[src/shared/mxce_pkg.sv]
/*
 Package for the multiplexed channel interlace engine: word layout, operation
 codes, memory port and subchannel bus constants shared by both ends.
 Assumes a single 200 MHz clock and one memory cycle per clock on the port.
*/
package mxce_pkg;
	localparam int WORD_W      = 24;
	localparam int HALF_W      = 12;
	localparam int ADDR_W      = 15;
	localparam int COUNT_W     = 9;
	localparam int SUBCH_N     = 128;
	localparam int SUBCH_W     = 7;
	// Interlace word: count in MSB-numbered bits 0..8, address in bits 9..23
	localparam int ILW_COUNT_MSB = 23;
	localparam int ILW_COUNT_LSB = 15;
	localparam int ILW_ADDR_MSB  = 14;
	localparam int ILW_ADDR_LSB  = 0;
	// Pair base: subchannel n owns words at base + 2n and base + 2n + 1
	localparam logic [ADDR_W-1:0] ILW_BASE = 15'h0000;
	localparam int INC_GAP_CYCLES = 2;
	localparam logic [1:0] INC_RESET = 2'h0;

	typedef enum logic [1:0] {
		MXCE_OP_READ,
		MXCE_OP_WRITE,
		MXCE_OP_INC
	} mxce_op_e;

	typedef enum logic [1:0] {
		MXCE_INC_FULL,
		MXCE_INC_UPPER,
		MXCE_INC_LOWER
	} mxce_inc_e;

	function automatic logic mxce_parity(input logic [WORD_W-1:0] w);
		mxce_parity = ~(^w);
	endfunction
endpackage

[src/shared/mxce_if.sv]
/*
 Carrier between the multiplex channel and the data subchannel group.
 Assumes both ends share i_clock; requests are levels held until granted.
*/
`timescale 1ns/1ps
interface mxce_if;
	import mxce_pkg::*;
	logic [SUBCH_N-1:0] req;        // Per subchannel transfer request
	logic [SUBCH_N-1:0] inc_req;    // Per subchannel increment line
	logic [SUBCH_W-1:0] sel;        // Subchannel presenting on the bus
	logic               sel_valid;  // Bus holds a request
	mxce_op_e           op;         // Requested operation
	mxce_inc_e          inc_mode;   // Increment width
	logic [ADDR_W-1:0]  addr;       // Interlace word or increment address
	logic [WORD_W-1:0]  wdata;      // Data to memory
	logic               wpar;       // Parity of wdata
	logic               done;       // Pulse: operation finished
	logic               zero;       // With done: count or word became zero
	logic [WORD_W-1:0]  rdata;      // Data from memory with done
	logic               rpar;       // Parity of rdata
	logic               par_err;    // With done: parity fault seen
	modport chan (input req, inc_req, sel, sel_valid, op, inc_mode, addr, wdata, wpar,
		output done, zero, rdata, rpar, par_err);
	modport subch (output req, inc_req, sel, sel_valid, op, inc_mode, addr, wdata, wpar,
		input done, zero, rdata, rpar, par_err);
endinterface

[src/rtl/mxce_channel.sv]
/*
 Multiplex channel: takes one subchannel request at a time, runs interlace
 update and data move or a memory increment over the secondary memory port.
 Assumes the port completes each access in the cycle it is issued.
*/
`timescale 1ns/1ps
module mxce_channel
	import mxce_pkg::*;
(
	input  wire logic                  i_clock,     // 200 MHz memory cycle clock
	input  wire logic                  i_rst_n,     // Synchronous reset, active low
	mxce_if.chan                       bus,         // Subchannel bus
	input  wire logic                  i_cpu_req,   // Processor wants this memory
	output logic                       o_cpu_stall, // Processor held this cycle
	output logic                       o_mem_en,    // Memory access strobe
	output logic                       o_mem_we,    // Write when high
	output logic [mxce_pkg::ADDR_W-1:0] o_mem_addr, // Memory address
	output logic [mxce_pkg::WORD_W-1:0] o_mem_wdata, // Write word
	output logic                       o_mem_wpar,  // Write parity
	input  wire logic [mxce_pkg::WORD_W-1:0] i_mem_rdata, // Read word
	input  wire logic                  i_mem_rpar   // Read parity
);
	import mxce_pkg::*;

	typedef enum {
		MXCE_IDLE,
		MXCE_IL_READ,
		MXCE_IL_RESTORE,
		MXCE_DATA,
		MXCE_INC_READ,
		MXCE_INC_WRITE,
		MXCE_ANSWER
	} mxce_state_e;

	mxce_state_e        state_reg;
	logic [WORD_W-1:0]  work_reg;
	logic [ADDR_W-1:0]  addr_reg;
	logic               zero_reg;
	logic               perr_reg;
	logic               inc_gap_reg;
	logic [WORD_W-1:0]  ilw_next;
	logic [WORD_W-1:0]  inc_next;
	logic               bus_par_ok;
	logic               take_ok;

	assign bus_par_ok = (mxce_parity(bus.wdata) == bus.wpar);
	// A request still shown beside done is the one just answered
	assign take_ok = bus.sel_valid && !bus.done;

	// Interlace update: address up, count down; zero count wraps to 511
	always_comb
	begin
		ilw_next = i_mem_rdata;
		ilw_next[ILW_ADDR_MSB:ILW_ADDR_LSB] = i_mem_rdata[ILW_ADDR_MSB:ILW_ADDR_LSB] + 15'h0001;
		ilw_next[ILW_COUNT_MSB:ILW_COUNT_LSB] = i_mem_rdata[ILW_COUNT_MSB:ILW_COUNT_LSB] - 9'h001;
	end

	always_comb
	begin
		inc_next = i_mem_rdata;
		case (bus.inc_mode)
			MXCE_INC_FULL:  inc_next = i_mem_rdata + 24'h000001;
			MXCE_INC_UPPER: inc_next[WORD_W-1:HALF_W] = i_mem_rdata[WORD_W-1:HALF_W] + 12'h001;
			MXCE_INC_LOWER: inc_next[HALF_W-1:0] = i_mem_rdata[HALF_W-1:0] + 12'h001;
			default:        inc_next = i_mem_rdata;
		endcase
	end

	always_ff @(posedge i_clock)
	begin
		if (!i_rst_n)
			state_reg <= MXCE_IDLE;
		else
			case (state_reg)
				MXCE_IDLE:
					if (take_ok && bus.op == MXCE_OP_INC && !inc_gap_reg)
						state_reg <= MXCE_INC_READ;
					else if (take_ok && bus.op != MXCE_OP_INC)
						state_reg <= MXCE_IL_READ;
				MXCE_IL_READ:    state_reg <= MXCE_IL_RESTORE;
				MXCE_IL_RESTORE: state_reg <= MXCE_DATA;
				MXCE_DATA:       state_reg <= MXCE_ANSWER;
				MXCE_INC_READ:   state_reg <= MXCE_INC_WRITE;
				MXCE_INC_WRITE:  state_reg <= MXCE_ANSWER;
				MXCE_ANSWER:     state_reg <= MXCE_IDLE;
				default:         state_reg <= MXCE_IDLE;
			endcase
	end

	// Increments are two memory cycles each; the gap flag is high only in MXCE_ANSWER,
	// so it never holds back an increment that follows in MXCE_IDLE
	always_ff @(posedge i_clock)
	begin
		if (!i_rst_n)
			inc_gap_reg <= 1'b0;
		else
			inc_gap_reg <= (state_reg == MXCE_INC_WRITE);
	end

	// The single working register holds interlace, data or increment word
	always_ff @(posedge i_clock)
	begin
		if (!i_rst_n)
		begin
			work_reg <= 24'h000000;
			addr_reg <= 15'h0000;
			zero_reg <= 1'b0;
			perr_reg <= 1'b0;
		end
		else
			case (state_reg)
				MXCE_IDLE:
				begin
					addr_reg <= bus.addr;
					zero_reg <= 1'b0;
					perr_reg <= 1'b0;
				end
				MXCE_IL_READ:
				begin
					work_reg <= ilw_next;
					zero_reg <= (ilw_next[ILW_COUNT_MSB:ILW_COUNT_LSB] == 9'h000);
					perr_reg <= (mxce_parity(i_mem_rdata) != i_mem_rpar);
				end
				MXCE_IL_RESTORE:
					work_reg <= bus.wdata;
				MXCE_DATA:
					if (bus.op == MXCE_OP_READ)
					begin
						work_reg <= i_mem_rdata;
						perr_reg <= perr_reg | (mxce_parity(i_mem_rdata) != i_mem_rpar);
					end
					else
						perr_reg <= perr_reg | !bus_par_ok;
				MXCE_INC_READ:
				begin
					work_reg <= inc_next;
					zero_reg <= (inc_next == 24'h000000);
					perr_reg <= (mxce_parity(i_mem_rdata) != i_mem_rpar);
				end
				default:
					work_reg <= work_reg;
			endcase
	end

	// Memory port: driven only in the cycles that really transfer
	always_ff @(posedge i_clock)
	begin
		if (!i_rst_n)
		begin
			o_mem_en    <= 1'b0;
			o_mem_we    <= 1'b0;
			o_mem_addr  <= 15'h0000;
			o_mem_wdata <= 24'h000000;
			o_mem_wpar  <= 1'b0;
			o_cpu_stall <= 1'b0;
		end
		else
		begin
			o_mem_en    <= 1'b0;
			o_mem_we    <= 1'b0;
			o_mem_wdata <= 24'h000000;
			o_mem_wpar  <= 1'b0;
			o_cpu_stall <= 1'b0;
			// Secondary path owns the memory; processor loses only those cycles
			case (state_reg)
				MXCE_IDLE:
					if (take_ok && (bus.op != MXCE_OP_INC || !inc_gap_reg))
					begin
						o_mem_en    <= 1'b1;
						o_cpu_stall <= i_cpu_req;
						o_mem_addr  <= bus.addr;
					end
				MXCE_IL_READ, MXCE_INC_READ:
				begin
					o_mem_en    <= 1'b1;
					o_cpu_stall <= i_cpu_req;
					o_mem_we    <= 1'b1;
					o_mem_addr  <= addr_reg;
					o_mem_wdata <= (state_reg == MXCE_IL_READ) ? ilw_next : inc_next;
					o_mem_wpar  <= mxce_parity((state_reg == MXCE_IL_READ) ? ilw_next : inc_next);
				end
				MXCE_IL_RESTORE:
				begin
					o_mem_en    <= 1'b1;
					o_cpu_stall <= i_cpu_req;
					o_mem_we    <= (bus.op == MXCE_OP_WRITE);
					o_mem_addr  <= work_reg[ILW_ADDR_MSB:ILW_ADDR_LSB];
					o_mem_wdata <= bus.wdata;
					o_mem_wpar  <= mxce_parity(bus.wdata);
				end
				default:
					o_mem_addr <= o_mem_addr;
			endcase
		end
	end

	always_ff @(posedge i_clock)
	begin
		if (!i_rst_n)
		begin
			bus.done    <= 1'b0;
			bus.zero    <= 1'b0;
			bus.rdata   <= 24'h000000;
			bus.rpar    <= 1'b0;
			bus.par_err <= 1'b0;
		end
		else
		begin
			bus.done    <= (state_reg == MXCE_ANSWER);
			bus.zero    <= (state_reg == MXCE_ANSWER) && zero_reg;
			bus.rdata   <= work_reg;
			bus.rpar    <= mxce_parity(work_reg);
			bus.par_err <= (state_reg == MXCE_ANSWER) && perr_reg;
		end
	end
endmodule

[src/flat_wrapper.sv]
// flat-port wrapper written by rule: the top's interface ports become plain ports
module mxce_channel_flat import mxce_pkg::*;
  (i_clock, i_rst_n, i_cpu_req, o_cpu_stall, o_mem_en, o_mem_we, o_mem_addr, o_mem_wdata, o_mem_wpar, i_mem_rdata, i_mem_rpar, bus_req, bus_inc_req, bus_sel, bus_sel_valid, bus_op, bus_inc_mode, bus_addr, bus_wdata, bus_wpar, bus_done, bus_zero, bus_rdata, bus_rpar, bus_par_err);
  mxce_if bus_i ();
  input  wire logic i_clock;
  input  wire logic i_rst_n;
  input  wire logic i_cpu_req;
  output logic o_cpu_stall;
  output logic o_mem_en;
  output logic o_mem_we;
  output logic [mxce_pkg::ADDR_W-1:0] o_mem_addr;
  output logic [mxce_pkg::WORD_W-1:0] o_mem_wdata;
  output logic o_mem_wpar;
  input  wire logic [mxce_pkg::WORD_W-1:0] i_mem_rdata;
  input  wire logic i_mem_rpar;
  input wire logic [$bits(bus_i.req)-1:0] bus_req;
  input wire logic [$bits(bus_i.inc_req)-1:0] bus_inc_req;
  input wire logic [$bits(bus_i.sel)-1:0] bus_sel;
  input wire logic [$bits(bus_i.sel_valid)-1:0] bus_sel_valid;
  input wire logic [$bits(bus_i.op)-1:0] bus_op;
  input wire logic [$bits(bus_i.inc_mode)-1:0] bus_inc_mode;
  input wire logic [$bits(bus_i.addr)-1:0] bus_addr;
  input wire logic [$bits(bus_i.wdata)-1:0] bus_wdata;
  input wire logic [$bits(bus_i.wpar)-1:0] bus_wpar;
  output wire logic [$bits(bus_i.done)-1:0] bus_done;
  output wire logic [$bits(bus_i.zero)-1:0] bus_zero;
  output wire logic [$bits(bus_i.rdata)-1:0] bus_rdata;
  output wire logic [$bits(bus_i.rpar)-1:0] bus_rpar;
  output wire logic [$bits(bus_i.par_err)-1:0] bus_par_err;
  assign bus_i.req = bus_req;
  assign bus_i.inc_req = bus_inc_req;
  assign bus_i.sel = bus_sel;
  assign bus_i.sel_valid = bus_sel_valid;
  assign bus_i.op = bus_op;
  assign bus_i.inc_mode = bus_inc_mode;
  assign bus_i.addr = bus_addr;
  assign bus_i.wdata = bus_wdata;
  assign bus_i.wpar = bus_wpar;
  assign bus_done = bus_i.done;
  assign bus_zero = bus_i.zero;
  assign bus_rdata = bus_i.rdata;
  assign bus_rpar = bus_i.rpar;
  assign bus_par_err = bus_i.par_err;
  mxce_channel u_core (.i_clock(i_clock), .i_rst_n(i_rst_n), .bus(bus_i), .i_cpu_req(i_cpu_req), .o_cpu_stall(o_cpu_stall), .o_mem_en(o_mem_en), .o_mem_we(o_mem_we), .o_mem_addr(o_mem_addr), .o_mem_wdata(o_mem_wdata), .o_mem_wpar(o_mem_wpar), .i_mem_rdata(i_mem_rdata), .i_mem_rpar(i_mem_rpar));
endmodule
[config.mk]
export PLATFORM = sky130hd
export DESIGN_NAME = mxce_channel_flat
export DESIGN_NICKNAME = d
export VERILOG_FILES = /design/src/shared/mxce_pkg.sv /design/src/shared/mxce_if.sv /design/src/rtl/mxce_channel.sv /design/src/flat_wrapper.sv
export SDC_FILE = /design/constraint.sdc
export NUM_CORES = 1
export LEC_CHECK = 0
export BUFFER_PORTS_ARGS = -buffer_cell sky130_fd_sc_hd__buf_2
export CAP_MARGIN = 5
export CORE_AREA = 2 2 159 161
export DETAILED_ROUTE_END_ITERATION = 8
export DIE_AREA = 0 0 161 163
export PLACE_DENSITY_LB_ADDON = 0.2
export REMOVE_ABC_BUFFERS = 1
export SYNTH_ARGS = -nofsm -noshare
export SYNTH_HDL_FRONTEND = slang
export SYNTH_SLANG_ARGS = --single-unit
[constraint.sdc]
create_clock -name i_clock -period 4.64 [get_ports i_clock]
set_input_delay 0.232 -clock i_clock [delete_from_list [all_inputs] [get_ports i_clock]]
set_output_delay 0.232 -clock i_clock [all_outputs]
set_load 0.01 [all_outputs]
==> flow_metrics.tcl <==
set metrics [dict create \
    die_h_um 163 \
    synth_top_family_by_area "simple AND/OR/NAND/NOR gates" \
    yosysSeqAreaShare_pct 30.7 \
    layout-drive-gt1-share_pct 19.3 \
    synthAdderAreaFrac_pct 3.14 \
    critical_path_class "flop to flop" \
    combPwrFrac_pct 36.1 \
    ys.flop_type "dfxtp_1" \
    clock_sinks 116 \
    cpMaxStageDelayCell "nor2_2" \
    drt_iter0_drc 712 \
    crit_top_cell "buf_4" \
    cp.required_ns 4.93 \
    drtAntennaViolNets 0 \
    max_slew_margin_pct 23.9 \
    r2r_cells 6 \
    fin_crit_sh_pct 76.1 \
    synthArstFlopShare_pct 0 \
    numPortBuffers 143 \
    cts_setup_buffers 0 \
    rsz0062_at_grt "false" \
    cts_tree "built" \
    skew_ns 0.0167 \
    hold_depth 2 \
    synthMuxAreaShare_pct 2.66 \
    area_growth_pct 20.0 \
    drt-total-wl_um 28500 \
    drcViolationCount 0 \
    syn_inst 963 \
    post-place-ws_ns 0.995 \
    wl_per_cell_um 20.3 \
    grt_max_degree 45 \
    first_pass_iters 7 \
    critPathCaptureType "flop" \
    synth-edff-count 0 \
    worst_hold_path_type "primary input to flop" \
    final_cell_area_um2 9080 \
    power.switching_w 0.00150 \
    htree_levels 4 \
    yosys_warnings 0 \
    track_usage_pct 21.4 \
    cts_made_buffers 17 \
    clkPwrFrac_pct 32.8 \
    globalplace.congestion 0.875 \
    p_per_area_nw_per_um2 438 \
    synth_xor_area_share_pct 15.5 \
    core-area_um2 24700 \
    drv_cap 0 \
    synth_common_cells "dfxtp_1 (116), nor2_1 (107), xnor2_1 (92)" \
    hold_viol 0 \
    num_vias 7513 \
    num_io_pins 407 \
    antenna_found_initial 1 \
    synth_cell_type_count 68 \
    die_w_um 161 \
    power.leakage_nw 3.77 \
    critPathMaxFanout 31 \
    tightestPinTransition_ns 1.14 \
    dpl-instance-area_um2 8500 \
    synth_area_um2 7570 \
    post-dp-hpwl_um 20600 \
    syn_area_per_cell_um2 7.86 \
    status "completed" \
    yosysTopAreaCell "dfxtp_1" \
    synth_most_common_cell "dfxtp_1" \
    fin_crit_ns 3.53 \
    synth_top_cell_area_share_pct 30.7 \
    internal_power_w 0.00248 \
    grt_overflow_total 0 \
    setup_violations 0 \
    cts_hold_repair.buffers 0 \
    seq_power_share_pct 31.1 \
    dieArea_um2 26200 \
    max_stage_delay_ns 0.85 \
    holdWs_ns 0.0136 \
    grt_pass1_vias 6968 \
    clkTransAtPathRegs_ns 0.06 \
    ys_seq_elements 116 \
    start_util_pct 30.7 \
    fin_tns_setup_ns 0 \
    ctsResizeCount 0 \
    nets 1416 \
    synth_simple_gate_area_share_pct 21.9 \
    layout_setup_ws_ns 1.11 \
    grt_pass1_wl_um 42600 \
    start_kind "flop" \
    viasPerCell 5.34 \
    ys_top_cells_by_area "dfxtp_1 (31%), xnor2_1 (11%), a21oi_1 (5.6%)" \
    utilization_pct 36.8 \
    clkLatencyLatePin_ns 0.42 \
    crit_chain "buf_4 -> nand2b_1 -> nor2_2 -> buf_4 -> nand3b_1 -> a21oi_1" \
    core.rowCount 58 \
    crit_arrival_ns 3.82 \
    final-max-slew-violation-count 0 \
    fmax_ghz 0.283 \
    ctsRootBufferMaster "clkbuf_16" \
    clockBufferDepth 2 \
    swShare_pct 37.6 \
    synth_compound_area_share_pct 20.9 \
    max-vdd-ir-drop_uv 292 \
]
[worst paths after layout]
| path | slack (ns) | startpoint | to |
|---|---|---|---|
| worst max-delay path | 1.11 | u_core.state_reg[1] | u_core.o_mem_we |
| worst min-delay path | 0.01 | i_cpu_req | u_core.o_cpu_stall |
| worst max register to register | 1.11 | u_core.state_reg[1] | u_core.o_mem_we |
| worst min register to register | 0.45 | u_core.addr_reg[14] | u_core.addr_reg[14] |
[area by class of cell]
type | instances | area [um2]
antenna | 2 | 5.00
clock buffer | 17 | 425
clock inverter | 15 | 146
fill | 2668 | 15600
inverter | 16 | 61.3
multi-input combinational | 749 | 4860
sequential | 116 | 2320
tap | 330 | 413
timing repair buffer | 161 | 851
[critical path, delay by kind of cell, from the launching register on]
family / cells / cell delay, ns
buffers and inverters: 2 / 0.85
AND/OR/NAND/NOR: 3 / 1.53
flip-flops: 1 / 0.67
AO/OA/AOI/OAI: 1 / 0.34
[cells in the final DEF, fill, tap and decap left out, types with 18 or more instances in the layout]
cell type / synthesis / layout
a21oi_1: 84 / 84
nand2_1: 84 / 84
nor3_1: 24 / 24
a22oi_1: 19 / 19
nor2_1: 107 / 106
mux2i_1: 19 / 19
and2_1: 37 / 37
dfxtp_1: 116 / 116
xor2_1: 25 / 25
nand3_1: 24 / 24
buf_2: 11 / 143
xnor2_1: 92 / 92
buf_4: 1 / 18
ha_1: 19 / 19
o21ai_0: 36 / 36
[power groups by stage]
stage | logic, W | registers [W] | clock network, W
6_report | 0.00144 | 0.00124 | 0.00131
5_1_grt | 0.00155 | 0.00125 | 0.00138
4_1_cts | 0.00143 | 0.00124 | 0.00134
3_5_place_dp | 0.00142 | 0.00126 | 0
3_3_place_gp | 0.00141 | 0.00126 | 0
2_1_floorplan | 0.000880 | 0.00128 | 0
[per-stage QoR]
step	instances	total power, W
2_1_floorplan	881	0.00216
3_3_place_gp	1372	0.00267
3_5_place_dp	1372	0.00267
4_1_cts	1404	0.00400
5_1_grt	1404	0.00418
6_report	1406	0.00398
[per-layer routing]
| metal | global-route usage, % | up-vias | wire length (um) |
|---|---|---|---|
| li1 | - | 3583 | - |
| met1 | 30.7 | 3547 | 13300 |
| met2 | 31.6 | 339 | 12200 |
| met3 | 4.15 | 44 | 2100 |
| met4 | 8.12 | 0 | 816 |
| met5 | 0 | - | 0 |
[logic make-up (layout without fill, tap and decap cells)]
kind of cell / count (synthesis) / in the layout
DFF: 116 / 116
and+or+nand+nor: 343 / 343
AOI/OAI and AO/OA: 243 / 243
other: 0 / 2
xor gates and xnor gates: 124 / 124
adders and majority gates: 19 / 19
muxes: 20 / 20
buffers and inverters: 98 / 209
Note: power is estimated with default switching activity, not from simulation.
